==> src/hw/mfdg_consts.vh <==
// Constants for the MAC frame/duplex/gap configuration slice
// Assumes a 32-bit classic Wishbone slave, one 125 MHz clock
`ifndef MFDG_CONSTS_VH
`define MFDG_CONSTS_VH

// ****************************************
// Register map (byte addresses)
// ****************************************
`define MFDG_ADDR_CTRL2     8'h00
`define MFDG_ADDR_GAP       8'h04
`define MFDG_ADDR_MAXLEN    8'h08
`define MFDG_ADDR_STATUS    8'h0C

// ****************************************
// Field positions and reset values
// ****************************************
`define MFDG_BIT_DUPLEX     0
`define MFDG_BIT_RSVD1      1
`define MFDG_BIT_OVERSIZE   2
`define MFDG_BIT_HDR        3
`define MFDG_BIT_CRC        4
`define MFDG_CTRL2_RST      16'h40B2
`define MFDG_CTRL2_WMASK    16'h70FF
`define MFDG_GAP_RST        7'h12
`define MFDG_MAXLEN_RST     16'h05EE
`define MFDG_FD_OFFSET      8'h03
`define MFDG_HD_OFFSET      8'h06

`endif

==> src/hw/mfdg_cfg.v <==
// MAC configuration slice: control register two, back-to-back gap,
// maximum frame length, frame-length policing and gap timing.
// Assumes a classic Wishbone master and a MAC datapath that marks
// frame boundaries with txFrame/rxFrame and byte strobes.
//
// The register addresses and the Wishbone register port were chosen for this implementation.
`timescale 1ns/1ps
`default_nettype none
`include "mfdg_consts.vh"
module mfdg_cfg (
    input  wire        ref_clk,
    input  wire        rst_n,
    input  wire        wb_cyc_i,
    input  wire        wb_stb_i,
    input  wire        wb_we_i,
    input  wire [7:0]  wb_adr_i,
    input  wire [3:0]  wb_sel_i,
    input  wire [31:0] wb_dat_i,
    output reg  [31:0] wb_dat_o,
    output reg         wb_ack_o,
    input  wire        txFrame,
    input  wire        txByte,
    input  wire        rxFrame,
    input  wire        rxByte,
    input  wire        nibbleTick,
    output reg         fullDuplex_q,
    output reg         crcAppend_q,
    output reg         txAbort_q,
    output reg         rxAbort_q,
    output reg         gapDone_q
);
    reg  [15:0] ctrl2_q;
    reg  [6:0]  gap_q;
    reg  [15:0] maxLen_q;
    reg         oversize_q;
    reg  [1:0]  gapState_q;
    reg  [1:0]  gapState_d;
    reg  [7:0]  gapCnt_d;
    reg         gapDone_d;
    reg         txPrev_q;
    reg  [7:0]  gapCnt_q;
    reg  [15:0] wdat;
    wire        req     = wb_cyc_i & wb_stb_i & ~wb_ack_o;
    wire        wr      = req & wb_we_i;
    wire        idle    = ~txFrame & ~rxFrame;
    wire        txEnd   = txPrev_q & ~txFrame;
    wire [7:0]  gapFull = {1'b0, gap_q} + (fullDuplex_q ? `MFDG_FD_OFFSET : `MFDG_HD_OFFSET);
    wire [1:0]  frameIn = {rxFrame, txFrame};
    wire [1:0]  byteIn  = {rxByte, txByte};
    wire [1:0]  overLimit;
    wire        hitCtrl2;
    wire        hitGap;
    wire        hitMaxLen;
    genvar      dirIdx;

    // Gap timer states, one-hot
    localparam [1:0] GAP_IDLE  = 2'b01;
    localparam [1:0] GAP_COUNT = 2'b10;

    // Merge byte lanes 0 and 1 with old contents
    function [15:0] laneMerge;
        input [15:0] old;
        input [15:0] nw;
        input [1:0]  sel;
        begin
            laneMerge = {sel[1] ? nw[15:8] : old[15:8], sel[0] ? nw[7:0] : old[7:0]};
        end
    endfunction

    // Address match, shared by every register write decode
    function regHit;
        input [7:0] adr;
        input [7:0] target;
        begin
            regHit = (adr == target);
        end
    endfunction

    // Saturating byte count, cleared between frames
    function [15:0] lenNext;
        input [15:0] cnt;
        input        inFrame;
        input        byteStrobe;
        begin
            if (!inFrame) begin
                lenNext = 16'h0000;
            end else if (byteStrobe && cnt != 16'hFFFF) begin
                lenNext = cnt + 16'h0001;
            end else begin
                lenNext = cnt;
            end
        end
    endfunction

    assign hitCtrl2  = wr & regHit(wb_adr_i, `MFDG_ADDR_CTRL2);
    assign hitGap    = wr & regHit(wb_adr_i, `MFDG_ADDR_GAP);
    assign hitMaxLen = wr & regHit(wb_adr_i, `MFDG_ADDR_MAXLEN);

    always @* begin
        wdat = wb_dat_i[15:0];
    end

    // ****************************************
    // Register bus
    // ****************************************
    always @(posedge ref_clk) begin
        if (!rst_n) begin
            ctrl2_q  <= `MFDG_CTRL2_RST;
            gap_q    <= `MFDG_GAP_RST;
            maxLen_q <= `MFDG_MAXLEN_RST;
            wb_ack_o <= 1'b0;
            wb_dat_o <= 32'h0000_0000;
        end else begin
            wb_ack_o <= req;
            wb_dat_o <= 32'h0000_0000;
            if (hitCtrl2) begin
                ctrl2_q <= laneMerge(ctrl2_q, wdat, wb_sel_i[1:0]) & `MFDG_CTRL2_WMASK;
            end
            if (hitGap && wb_sel_i[0]) begin
                gap_q <= wdat[6:0];
            end
            if (hitMaxLen) begin
                maxLen_q <= laneMerge(maxLen_q, wdat, wb_sel_i[1:0]);
            end
            if (req && !wb_we_i) begin
                case (wb_adr_i)
                    `MFDG_ADDR_CTRL2:  wb_dat_o <= {16'h0000, ctrl2_q};
                    `MFDG_ADDR_GAP:    wb_dat_o <= {25'h000_0000, gap_q};
                    `MFDG_ADDR_MAXLEN: wb_dat_o <= {16'h0000, maxLen_q};
                    `MFDG_ADDR_STATUS: wb_dat_o <= {27'h000_0000, gapDone_q, rxAbort_q, txAbort_q,
                                                    crcAppend_q, fullDuplex_q};
                    default:           wb_dat_o <= 32'h0000_0000;
                endcase
            end
        end
    end

    // ****************************************
    // Config sampling and length policing
    // ****************************************
    always @(posedge ref_clk) begin
        if (!rst_n) begin
            fullDuplex_q <= 1'b0;
            crcAppend_q  <= 1'b1;
            oversize_q   <= 1'b0;
            txAbort_q    <= 1'b0;
            rxAbort_q    <= 1'b0;
            txPrev_q     <= 1'b0;
        end else begin
            txPrev_q <= txFrame;
            // Latch only when no frame runs
            if (idle) begin
                fullDuplex_q <= ctrl2_q[`MFDG_BIT_DUPLEX];
                crcAppend_q  <= ctrl2_q[`MFDG_BIT_CRC];
                oversize_q   <= ctrl2_q[`MFDG_BIT_OVERSIZE];
            end
            txAbort_q <= overLimit[0];
            rxAbort_q <= overLimit[1];
        end
    end

    // ****************************************
    // Per-direction byte counters
    // ****************************************
    // Index 0 is transmit, 1 is receive; both are policed alike
    // Counters saturate so a runaway frame never wraps under the limit
    generate
        for (dirIdx = 0; dirIdx < 2; dirIdx = dirIdx + 1) begin : g_police
            reg  [15:0] lenCnt_q;
            always @(posedge ref_clk) begin
                if (!rst_n) begin
                    lenCnt_q <= 16'h0000;
                end else begin
                    lenCnt_q <= lenNext(lenCnt_q, frameIn[dirIdx], byteIn[dirIdx]);
                end
            end
            assign overLimit[dirIdx] = frameIn[dirIdx] & ~oversize_q & (lenCnt_q > maxLen_q);
        end
    endgenerate

    // ****************************************
    // Back-to-back gap timer
    // ****************************************
    // A transmit frame ending while the timer runs restarts it, so the gap
    // is always measured from the latest transmit frame end
    always @* begin
        gapState_d = gapState_q;
        gapCnt_d   = gapCnt_q;
        gapDone_d  = gapDone_q;
        case (gapState_q)
            GAP_IDLE: begin
                if (txEnd) begin
                    gapState_d = GAP_COUNT;
                    gapCnt_d   = gapFull;
                    gapDone_d  = 1'b0;
                end
            end
            GAP_COUNT: begin
                if (txEnd) begin
                    gapCnt_d  = gapFull;
                    gapDone_d = 1'b0;
                end else if (gapCnt_q != 8'h00) begin
                    if (nibbleTick) begin
                        gapCnt_d = gapCnt_q - 8'h01;
                    end
                end else begin
                    gapState_d = GAP_IDLE;
                    gapDone_d  = 1'b1;
                end
            end
            default: begin
                gapState_d = GAP_IDLE;
                gapCnt_d   = 8'h00;
                gapDone_d  = 1'b1;
            end
        endcase
    end

    always @(posedge ref_clk) begin
        if (!rst_n) begin
            gapState_q <= GAP_IDLE;
            gapCnt_q   <= 8'h00;
            gapDone_q  <= 1'b1;
        end else begin
            gapState_q <= gapState_d;
            gapCnt_q   <= gapCnt_d;
            gapDone_q  <= gapDone_d;
        end
    end
endmodule // mfdg_cfg
`default_nettype wire

==> config.mk <==
export PLATFORM = sky130hd
export DESIGN_NAME = mfdg_cfg
export DESIGN_NICKNAME = d
export VERILOG_FILES = /design/src/hw/mfdg_cfg.v
export VERILOG_INCLUDE_DIRS = /design/src /design/src/hw
export SDC_FILE = /design/constraint.sdc
export NUM_CORES = 1
export LEC_CHECK = 0
export BUFFER_PORTS_ARGS = -buffer_cell sky130_fd_sc_hd__buf_2
export CORE_MARGIN = 3
export CORE_UTILIZATION = 50
export DETAILED_ROUTE_END_ITERATION = 10
export PLACE_DENSITY = 0.75
export SYNTH_ARGS = -nofsm -noshare
export SYNTH_HDL_FRONTEND = slang
export SYNTH_SLANG_ARGS = --single-unit
==> constraint.sdc <==
create_clock -name ref_clk -period 2.5 [get_ports ref_clk]
set_clock_uncertainty 0.05 [all_clocks]
set_input_delay 0.25 -clock ref_clk [delete_from_list [all_inputs] [get_ports ref_clk]]
set_output_delay 0.25 -clock ref_clk [all_outputs]
set_load 0.1 [all_outputs]
==> reports/metrics.yaml <==
antenna_left: 0
cts-root-buf: "clkbuf_8"
path_class: "register to register"
io_buffers: 57
dp_hpwl_mm: 9.524
cts_tree: "yes"
avgViaCountPerCell: 5.697
max_slew_margin_pct: 51.77
final.setup.tns_ns: 0
die_h_um: 108.9
finalMaxSlewViolations: 0
diodes: 0
nets: 761
grt_max_degree: 40
dr.first_iter.drc_count: 267
post-route-period-util_pct: 86.76
syn_to_final_growth_pct: 10.09
hold_class: "primary input to register"
setup_viol: 0
cp.required_ns: 2.73
fin_crit_ns: 2.169
wire_per_inst_um: 15.13
cap_viol_max_count: 0
rsz0062_at_grt: "false"
synth.distinct_cells: 61
cp-start-kind: "register"
grt_pass1_wl_mm: 19.92
h-tree-depth: 3
routed_wl_mm: 12.16
synth_edf_count: 0
cts-hold-fix-buffers: 0
cts_setup_buffers: 0
yosysWarnings: 0
cp-end-kind: "register"
clock_path_buffers: 2
status: "completed"
drc: 0
initial_core_util_pct: 52.70
clkSinkCount: 100
p_per_area_mw_per_mm2: 508.9
gp_congestion: 0.8872
peakVddDrop_mv: 0.2375
cts.clk_slew.worst_paths_ns: 0.11
num_vias: 4580
tightest_slew_ns: 0.7175
p_leak_nw: 2.430
syn_inst: 614
final_hold_viol_count: 0
crit_path_max_fanout: 10
yosysSeqAreaShare_pct: 37.82
clkLatencyLatePin_ns: 0.37
ctsResizeCount: 0
die_area_mm2: 0.01186
avgSynthCellArea_um2: 8.622
worstPathArrival_ns: 2.40
core_area_mm2: 0.01004
pin_count: 92
finalPower_mw: 2.966
ys_seq_elements: 100
grt_pass1_vias: 4281
die_w_um: 108.9
drt_first_pass_iters: 5
async_flop_share_pct: 0
numCtsBuffers: 9
rows: 36
gr-total-overflow: 0
fin_hold_ws_ns: 0.04855
antenna_found_initial: 0
synth_ff_type: "dfxtp_1"
drive_above_1_share_pct: 13.86
grt_use_total_pct: 20.99
synth_area_mm2: 0.005294
max_freq_ghz: 0.4610
final timing paths:
kind | startpoint | end | slack [ns] | cells past startpoint
setup / recovery | gapCnt_q[2] | gapCnt_q[3] | 0.33 | 5
hold / removal | wb_dat_i[14] | ctrl2_q[14] | 0.05 | 3
setup reg to reg | gapCnt_q[2] | gapCnt_q[3] | 0.33 | 5
hold reg to reg | ctrl2_q[3] | ctrl2_q[3] | 0.43 | 2
layer usage:
metal,vias up,global-route usage [%],wire length [um]
met5,-,0,0
met4,0,6.492,234
met3,22,3.908,757
met2,143,35.31,5686
met1,2137,27.28,5485
li1,2278,-,-
per-stage QoR:
stage	cells	area [um^2]	util (%)	setup slack, ns
after floorplan	629	5350	-	0.1563
after global placement	788	5634	56.09	0.3995
after detailed placement	788	5634	56.09	0.3326
after CTS	804	5828	58.02	0.3316
after global routing	804	5828	58.02	0.2344
final	804	5828	58.02	0.3310
sequential cells by signal, summed over array words and instances, names as in the netlist:
| register | count |
|---|---|
| maxLen_q | 16 |
| oversize_q | 1 |
| crcAppend_q | 1 |
| txPrev_q | 1 |
| g_police.lenCnt_q | 32 |
| wb_dat_o | 16 |
| rxAbort_q | 1 |
| gapState_q | 2 |
| fullDuplex_q | 1 |
| ctrl2_q | 11 |
| gap_q | 7 |
| wb_ack_o | 1 |
| gapCnt_q | 8 |
| gapDone_q | 1 |
| txAbort_q | 1 |
Yosys cell counts, types with 6 or more instances:
| cell type | n | area share, % |
|---|---|---|
| a211oi_1 | 6 | 0.85 |
| a22o_1 | 6 | 0.99 |
| a21oi_1 | 29 | 2.7 |
| o211ai_1 | 16 | 2.3 |
| nand2_1 | 66 | 4.7 |
| and3_1 | 7 | 0.83 |
| xnor2_1 | 11 | 1.8 |
| buf_4 | 16 | 2.3 |
| o21ai_0 | 35 | 3.3 |
| nor3_1 | 19 | 1.8 |
| clkbuf_1 | 14 | 0.99 |
| nor4_1 | 11 | 1.3 |
| nand3_1 | 17 | 1.6 |
| mux2i_1 | 16 | 3.0 |
| xor2_1 | 12 | 2.0 |
| nand4_1 | 13 | 1.5 |
| ha_1 | 41 | 9.7 |
| inv_1 | 34 | 2.4 |
| or3_1 | 6 | 0.71 |
| nor2b_1 | 9 | 1.1 |
| nor2_1 | 58 | 4.1 |
| dfxtp_1 | 100 | 38 |
kinds of logic (layout without fill, tap and decap cells):
family / Yosys count / count (layout) / synth area share, %
AOI/OAI and AO/OA: 127 / 127 / 15.41
xor gates and xnor gates: 23 / 23 / 3.805
adders and majority gates: 41 / 41 / 9.690
buffers and inverters: 70 / 112 / 6.287
DFF: 100 / 100 / 37.82
muxes: 21 / 21 / 5.152
other: 1 / 16 / 0.07084
and+or+nand+nor: 231 / 231 / 21.77
worst max-delay path: stages (launching register included):
cell and delay [ns]:
dfxtp_1 0.40, or4_4 0.61, nor4b_4 0.35, o21a_2 0.32, nor2_2 0.12, a22o_1 0.22
layout make-up:
type / count / area, um^2
fillers: 888 / 4217
multi-input cells: 459 / 3015
flip-flops and latches: 100 / 2002
repair buffers: 62 / 322.8
well taps: 133 / 166.4
inverters: 34 / 127.6
clock buffers: 9 / 123.9
clock inverters: 7 / 70.07
cells in the final DEF (no fill, tap or decap), types with 3 or more instances in the layout:
master / count
nor4_1: 11
a31oi_1: 5
conb_1: 16
buf_4: 5
and4_1: 5
o32ai_1: 3
a22o_1: 6
o21ai_0: 35
nor2b_1: 9
and3_1: 7
mux4_2: 5
or4_1: 4
o22ai_1: 5
nand4_1: 13
dfxtp_1: 100
nand3_1: 17
nor3_1: 19
a21oi_1: 29
clkbuf_8: 9
buf_2: 57
a211oi_1: 6
mux2i_1: 16
o211ai_1: 16
or3_1: 6
nand2_1: 66
nor2_1: 58
inv_1: 34
ha_1: 41
xnor2_1: 11
xor2_1: 12
where the power goes:
part	switching [mW]	internal (mW)	total [mW]
logic	0.254	0.0916	0.346
clock network	0.614	0.388	1.00
registers	0.0126	1.61	1.62
total	0.881	2.09	2.97
Note: power is estimated with default switching activity, not from simulation.
